<file path="config.mk">
export PLATFORM = sky130hd
export DESIGN_NAME = rff_top
export DESIGN_NICKNAME = d
export VERILOG_FILES = /design/src/hw/rff_pkg.sv /design/src/hw/rff_decide.sv /design/src/hw/rff_top.sv
export SDC_FILE = /design/constraint.sdc
export NUM_CORES = 1
export LEC_CHECK = 0
export BUFFER_PORTS_ARGS = -buffer_cell sky130_fd_sc_hd__buf_2
export CAP_MARGIN = 15
export CORE_ASPECT_RATIO = 1.75
export CORE_MARGIN = 4
export CORE_UTILIZATION = 52
export DETAILED_ROUTE_END_ITERATION = 8
export GPL_TIMING_DRIVEN = 1
export PLACE_DENSITY = 0.9
export SYNTH_ARGS = -nofsm -noshare
export SYNTH_HDL_FRONTEND = slang
export SYNTH_SLANG_ARGS = --single-unit
export TNS_END_PERCENT = 10
</file>
<file path="constraint.sdc">
create_clock -name i_sys_clk -period 5.9 [get_ports i_sys_clk]
set_clock_uncertainty 0.1 [all_clocks]
set_input_delay 0.295 -clock i_sys_clk [delete_from_list [all_inputs] [get_ports i_sys_clk]]
set_output_delay 0.295 -clock i_sys_clk [all_outputs]
set_load 0.05 [all_outputs]
</file>
<file path="src/hw/rff_pkg.sv">
// Package for the receive frame filter: register map, fields, reset values
package rff_pkg;
  // Register indices; each register takes one word, byte address is four times the index
  localparam logic [31:0] RFF_IDX_CFG_A = 32'h0000_6180;
  localparam logic [31:0] RFF_IDX_CFG_B = 32'h0000_6181;
  // Diagnostics slot of our own, placement is arbitrary
  localparam logic [31:0] RFF_IDX_STATUS = 32'h0000_61fc;
  localparam logic [31:0] RFF_ADDR_CFG_A = RFF_IDX_CFG_A << 2;
  localparam logic [31:0] RFF_ADDR_CFG_B = RFF_IDX_CFG_B << 2;
  localparam logic [31:0] RFF_ADDR_STATUS = RFF_IDX_STATUS << 2;
  localparam logic [31:0] RFF_ADDR_MASK = 32'hffff_fffc;
  localparam logic [7:0] RFF_CFG_A_RESET = 8'h0d;
  localparam logic [7:0] RFF_CFG_B_RESET = 8'h78;
  localparam logic [7:0] RFF_CFG_A_WMASK = 8'h7f;
  localparam logic [7:0] RFF_CFG_B_WMASK = 8'hfe;
  localparam int RFF_A_EN = 0;
  localparam int RFF_A_COORD = 1;
  localparam int RFF_A_VER_LO = 2;
  localparam int RFF_A_RMASK_LO = 4;
  localparam int RFF_B_OVR_LO = 1;
  localparam int RFF_B_BEACON = 3;
  localparam int RFF_B_DATA = 4;
  localparam int RFF_B_ACK = 5;
  localparam int RFF_B_CMD = 6;
  localparam int RFF_B_RSVD = 7;
  localparam int RFF_FCF_TYPE_LO = 0;
  localparam int RFF_FCF_TYPE_MSB = 2;
  localparam int RFF_FCF_RSV_LO = 7;
  localparam int RFF_FCF_DMODE_LO = 10;
  localparam int RFF_FCF_VER_LO = 12;
  localparam logic [1:0] RFF_OVR_KEEP = 2'h0;
  localparam logic [1:0] RFF_OVR_INV = 2'h1;
  localparam logic [1:0] RFF_OVR_CLR = 2'h2;
  localparam logic [1:0] RFF_OVR_SET = 2'h3;
  localparam logic [2:0] RFF_FT_BEACON = 3'h0;
  localparam logic [2:0] RFF_FT_DATA = 3'h1;
  localparam logic [2:0] RFF_FT_ACK = 3'h2;
  localparam logic [2:0] RFF_FT_CMD = 3'h3;
  localparam logic [1:0] RFF_DMODE_NONE = 2'h0;
  typedef enum logic [1:0] {
    RFF_APB_IDLE = 2'b01,
    RFF_APB_DONE = 2'b10
  } rff_apb_t;
endpackage : rff_pkg

</file>
<file path="src/hw/rff_decide.sv">
// Combinational accept/reject decision for one frame control field
`timescale 1ns/1ps
`default_nettype none
module rff_decide (
  input wire logic [15:0] i_fcf,
  input wire logic [7:0] i_cfg_a,
  input wire logic [7:0] i_cfg_b,
  output logic o_accept,
  output logic [3:0] o_fail
);
  import rff_pkg::*;
  logic [2:0] ftype;
  logic rsv_fail;
  logic ver_fail;
  logic type_fail;
  logic dst_fail;
  logic [1:0] ovr;

  always_comb begin
    ovr = i_cfg_b[RFF_B_OVR_LO +: 2];
    ftype = i_fcf[RFF_FCF_TYPE_LO +: 3];
    case (ovr)
      RFF_OVR_INV: ftype[RFF_FCF_TYPE_MSB] = ~ftype[RFF_FCF_TYPE_MSB];
      RFF_OVR_CLR: ftype[RFF_FCF_TYPE_MSB] = 1'b0;
      RFF_OVR_SET: ftype[RFF_FCF_TYPE_MSB] = 1'b1;
      default: ftype = ftype;
    endcase
    rsv_fail = |(i_cfg_a[RFF_A_RMASK_LO +: 3] & i_fcf[RFF_FCF_RSV_LO +: 3]);
    ver_fail = i_fcf[RFF_FCF_VER_LO +: 2] > i_cfg_a[RFF_A_VER_LO +: 2];
    case (ftype)
      RFF_FT_BEACON: type_fail = ~i_cfg_b[RFF_B_BEACON];
      RFF_FT_DATA: type_fail = ~i_cfg_b[RFF_B_DATA];
      RFF_FT_ACK: type_fail = ~i_cfg_b[RFF_B_ACK];
      RFF_FT_CMD: type_fail = ~i_cfg_b[RFF_B_CMD];
      default: type_fail = ~i_cfg_b[RFF_B_RSVD];
    endcase
    // Only the coordinator takes data/command frames without a destination
    dst_fail = (i_fcf[RFF_FCF_DMODE_LO +: 2] == RFF_DMODE_NONE) &&
               ((ftype == RFF_FT_DATA) || (ftype == RFF_FT_CMD)) &&
               ~i_cfg_a[RFF_A_COORD];
    o_fail = {dst_fail, type_fail, ver_fail, rsv_fail};
    // Disabled filter ignores every other field
    o_accept = ~i_cfg_a[RFF_A_EN] | ~(|o_fail);
  end
endmodule : rff_decide
`default_nettype wire

</file>
<file path="src/hw/rff_top.sv">
// Receive frame filter top: APB registers, frame intake and decision output
//
// Register access over APB was left to the implementer.
`timescale 1ns/1ps
`default_nettype none
module rff_top (
  input wire logic i_sys_clk,
  input wire logic i_resetn,
  input wire logic i_psel,
  input wire logic i_penable,
  input wire logic i_pwrite,
  input wire logic [31:0] i_paddr,
  input wire logic [31:0] i_pwdata,
  output logic o_pready,
  output logic [31:0] o_prdata,
  output logic o_pslverr,
  input wire logic i_fcf_valid,
  input wire logic [15:0] i_fcf,
  output logic o_result_valid,
  output logic o_accept,
  output logic [15:0] o_fcf
);
  import rff_pkg::*;
  logic rst_meta_q;
  logic rst_sync_q;
  logic [7:0] cfg_a_q;
  logic [7:0] cfg_b_q;
  logic [3:0] last_fail_q;
  logic [7:0] acc_cnt_q;
  logic [7:0] rej_cnt_q;
  rff_apb_t apb_q;
  logic dec_accept;
  logic [3:0] dec_fail;
  logic setup;
  logic [31:0] rd_d;
  logic hit;

  always_ff @(posedge i_sys_clk or negedge i_resetn) begin
    if (!i_resetn) begin
      rst_meta_q <= 1'b0;
      rst_sync_q <= 1'b0;
    end else begin
      rst_meta_q <= 1'b1;
      rst_sync_q <= rst_meta_q;
    end
  end

  function automatic logic addr_is(input logic [31:0] a, input logic [31:0] r);
    addr_is = (a & RFF_ADDR_MASK) == r;
  endfunction : addr_is

  // No wait states: setup is seen, answer raised for the access cycle
  assign setup = i_psel && !i_penable;

  always_comb begin
    hit = 1'b1;
    rd_d = 32'h0;
    if (addr_is(i_paddr, RFF_ADDR_CFG_A)) begin
      rd_d = {24'h0, cfg_a_q};
    end else if (addr_is(i_paddr, RFF_ADDR_CFG_B)) begin
      rd_d = {24'h0, cfg_b_q};
    end else if (addr_is(i_paddr, RFF_ADDR_STATUS)) begin
      rd_d = {12'h0, last_fail_q, rej_cnt_q, acc_cnt_q};
    end else begin
      hit = 1'b0;
    end
  end

  always_ff @(posedge i_sys_clk or negedge rst_sync_q) begin
    if (!rst_sync_q) begin
      apb_q <= RFF_APB_IDLE;
      o_pready <= 1'b0;
      o_prdata <= 32'h0;
      o_pslverr <= 1'b0;
    end else begin
      case (apb_q)
        RFF_APB_IDLE: begin
          if (setup) begin
            apb_q <= RFF_APB_DONE;
            o_pready <= 1'b1;
            o_pslverr <= ~hit;
            o_prdata <= i_pwrite ? 32'h0 : rd_d;
          end
        end
        RFF_APB_DONE: begin
          apb_q <= RFF_APB_IDLE;
          o_pready <= 1'b0;
          o_pslverr <= 1'b0;
          o_prdata <= 32'h0;
        end
        default: apb_q <= RFF_APB_IDLE;
      endcase
    end
  end

  // Writes land on the access edge; reserved bits are kept at zero
  always_ff @(posedge i_sys_clk or negedge rst_sync_q) begin
    if (!rst_sync_q) begin
      cfg_a_q <= RFF_CFG_A_RESET;
      cfg_b_q <= RFF_CFG_B_RESET;
    end else if (i_psel && i_penable && o_pready && i_pwrite) begin
      if (addr_is(i_paddr, RFF_ADDR_CFG_A)) begin
        cfg_a_q <= i_pwdata[7:0] & RFF_CFG_A_WMASK;
      end
      if (addr_is(i_paddr, RFF_ADDR_CFG_B)) begin
        cfg_b_q <= i_pwdata[7:0] & RFF_CFG_B_WMASK;
      end
    end
  end

  rff_decide u_decide (
    .i_fcf(i_fcf),
    .i_cfg_a(cfg_a_q),
    .i_cfg_b(cfg_b_q),
    .o_accept(dec_accept),
    .o_fail(dec_fail)
  );

  // Decision registered one cycle after the field arrives
  always_ff @(posedge i_sys_clk or negedge rst_sync_q) begin
    if (!rst_sync_q) begin
      o_result_valid <= 1'b0;
      o_accept <= 1'b0;
      o_fcf <= 16'h0;
    end else begin
      o_result_valid <= i_fcf_valid;
      if (i_fcf_valid) begin
        o_accept <= dec_accept;
        o_fcf <= i_fcf;
      end
    end
  end

  // Status counters wrap; they are diagnostics, not flow control
  always_ff @(posedge i_sys_clk or negedge rst_sync_q) begin
    if (!rst_sync_q) begin
      last_fail_q <= 4'h0;
      acc_cnt_q <= 8'h0;
      rej_cnt_q <= 8'h0;
    end else if (i_fcf_valid) begin
      last_fail_q <= cfg_a_q[RFF_A_EN] ? dec_fail : 4'h0;
      if (dec_accept) begin
        acc_cnt_q <= acc_cnt_q + 8'h1;
      end else begin
        rej_cnt_q <= rej_cnt_q + 8'h1;
      end
    end
  end
endmodule : rff_top
`default_nettype wire
</file>
==> results.toml <==
[outcome]
status = "finished, final reports clean"

[clock_tree]
root_buffer = "clkbuf_16"
numCtsBuffers = 9
clk_latency_ns = 0.33
cts_tree = "built"
cts_buffer_depth = 2
post_cts_buffers = 0
cts_max_level = 3
clk_pin_slew_ns = 0.06
cts.sinks = 78

[synthesis]
ys.flop_type = "dfrtp_1"
ys_ff_latch = 78
synth_top_area_share_pct = 49.8
ys_top_cells_by_area = "dfrtp_1 (50%), mux2_2 (7.7%), dfstp_2 (6.0%)"
yosysSeqAreaShare_pct = 55.8
syn_avg_cell_area_um2 = 12.3
yosysTopAreaCell = "dfrtp_1"
synth-edff-count = 0
postSynthCellCount = 286
netlist_area_mm2 = 0.00352
yosysMostFrequentCell = "dfrtp_1"
yosys_warnings = 0
postSynth.asyncResetShare_pct = 100
synth_common_cells = "dfrtp_1 (70), mux2_2 (24), nor2_1 (21)"
synth.distinct_cells = 44

[die]
start_util_pct = 53.8
io_pins = 138
core_mm2 = 0.00654
num_rows = 39
die_area_mm2 = 0.00820
die_h_um = 117
die_w_um = 70.2

[critical_path]
critPathMaxFanout = 9
cpPeakStageDelay_ns = 0.53
critPathRequiredTime_ns = 6.01
crit_type = "reg2reg"
crit_arrival_ns = 2.63
crit_chain = "inv_1 -> ha_1 -> nor2b_1 -> o21ai_0 -> nand2_1 -> a32oi_2 -> mux2_2"
startpoint_type = "register"
slowest_stage = "dfstp_2"
worstSetupEndpointType = "register"

[timing]
min_period_over_period_pct = 42.6
maxSlewHeadroom_pct = 38.7
clock.fmax_ghz = 0.398
slew_viol_final = 0
min_period_ns = 2.51
postLayoutSetupSlackWorst_ns = 3.39
setup_tns_ns = 0
hold_viol_final = 0
rsz0062_at_grt = "no"
setup_viol = 0
worst_pin_slew_ns = 0.919

[layout]
diodes = 0
nets = 478
area_growth_syn_to_layout_pct = 23.4
final_layout_size_suffix_gt1_share_pct = 41.5
finalNonFillerCells = 475

[power]
ir_worst_vdd_mv = 0.337
cellLeakagePower_uw = 0.00216
powerDensity_mw_per_mm2 = 316

[placed_design]
dp_hpwl_mm = 5.86
gp_congestion = 0.782
dp.cells = 458
port_buffers = 99
dp_slack_ns = 3.22

[drt]
wl_per_cell_um = 16.7
vias = 2554
drc_errors = 0
dr.pass1.iters = 4
ant_nets = 0
drt_iter0_markers = 186
viasPerCell = 5.38
routed_wirelength_mm = 7.93

[grt]
overflow = 0
antenna_found_initial = 0
grt_pass1_vias = 2730
grt_first_pass_wirelength_mm = 12.9
grt_start_max_net_pins = 77
grt.total_usage_pct = 20.5

[worst_hold_path]
hold_class = "in2reg"

[run]
maxCapViolations = 0
==> power by group <==
group | internal [µW] | switching (µW)
combinational | 63.7 | 121
clock | 369 | 207
sequential | 573 | 38.0
total | 1010 | 366
==> area by class of cell <==
| type | count | area [µm²] |
|---|---|---|
| fillers | 509 | 2200 |
| flip-flops and latches | 78 | 1960 |
| multi-input cells | 190 | 1420 |
| repair buffers | 101 | 513 |
| clock buffers | 10 | 229 |
| well taps | 82 | 103 |
| clock inverters | 6 | 86.3 |
| inverters | 8 | 30.0 |
==> state kept, by name (all words and copies together) (netlist names), 2 cells and up <==
name         count
o_fcf           16
cfg_a_q          7
cfg_b_q          7
rej_cnt_q        8
acc_cnt_q        8
apb_q            2
o_prdata        20
last_fail_q      4
==> stage by stage <==
| stage | power [µW] | utilization (%) | cell area, µm² | hold WS (ns) |
|---|---|---|---|---|
| after global placement | 792 | 61.4 | 4020 | -0.0196 |
| final | 1370 | 66.4 | 4340 | 0.0953 |
| after CTS | 1380 | 66.4 | 4340 | 0.0884 |
| after global routing | 1430 | 66.4 | 4340 | 0.0932 |
| after detailed placement | 804 | 61.4 | 4020 | -0.0182 |
| after floorplan | 750 | - | 3560 | -0.101 |
==> critical path, delay by kind of cell (launching register included) <==
family                   cells  cell delay, ns
AO/OA/AOI/OAI                2            0.73
adder cells (fa/ha/maj)      1            0.28
buffers and inverters        1            0.06
flip-flops                   1            0.53
multiplexers                 1            0.39
AND/OR/NAND/NOR              2            0.30
==> timing repair <==
action                                 4_1_cts  5_1_grt
endpoints found under the hold margin        2        0
gates resized for setup                      0        0
hold buffers                                 1        0
==> layout by cell type (no fill, tap or decap), types with 2 or more instances in the layout <==
master and instances:
mux2_4 7, nor3_1 5, xnor2_1 8, clkinv_2 2
buf_2 99, nand4_1 6, clkbuf_16 9, mux2_2 24
and3_1 4, o21ai_0 4, bufinv_16 2, a22o_1 15
and4_1 2, nand2_1 20, ha_1 4, o21a_1 2
nor4b_1 3, conb_1 13, nor4_1 2, o31ai_1 5
a21oi_1 13, dfstp_2 8, xor2_1 8, nor2_1 21
dfrtp_1 69, inv_1 8, nand3_1 7, o2bb2ai_1 2
==> cell families after synthesis <==
group                      count (synthesis)  share of synthesized area, %
muxes                                     32                          11.3
other                                      2                         0.213
DFF                                       78                          55.8
buffers and inverters                     29                          5.09
AOI/OAI and AO/OA                         49                          11.1
and+or+nand+nor                           76                          11.2
adders and majority gates                  4                          1.42
xor gates and xnor gates                  16                          3.98
==> metal layers <==
layer / GRT usage (%) / wire [µm] / vias to the layer above / share of wire [%]
met2: 36.3 / 4440 / 100 / 56
met3: 5.98 / 526 / 19 / 6.6
met1: 22.3 / 2730 / 1226 / 34
met5: 0 / 0 / - / 0
met4: 10.6 / 236 / 0 / 3.0
li1: - / - / 1209 / -
==> path summary, 6_finish.rpt <==
| kind | slack (ns) | start | endpoint | cells after the start |
|---|---|---|---|---|
| max in group asynchronous | 4.73 | rst_sync_q | o_prdata[8] | 1 |
| max reg2reg | 3.39 | cfg_a_q[3] | rej_cnt_q[1] | 7 |
| max | 3.39 | cfg_a_q[3] | rej_cnt_q[1] | 7 |
| min reg2reg | 0.26 | rst_meta_q | rst_sync_q | 0 |
| min | 0.1 | i_fcf[15] | o_fcf[15] | 2 |
| min in group asynchronous | 0.18 | i_resetn | rst_meta_q | 2 |
No activity file was read; power rests on OpenSTA's default activity.
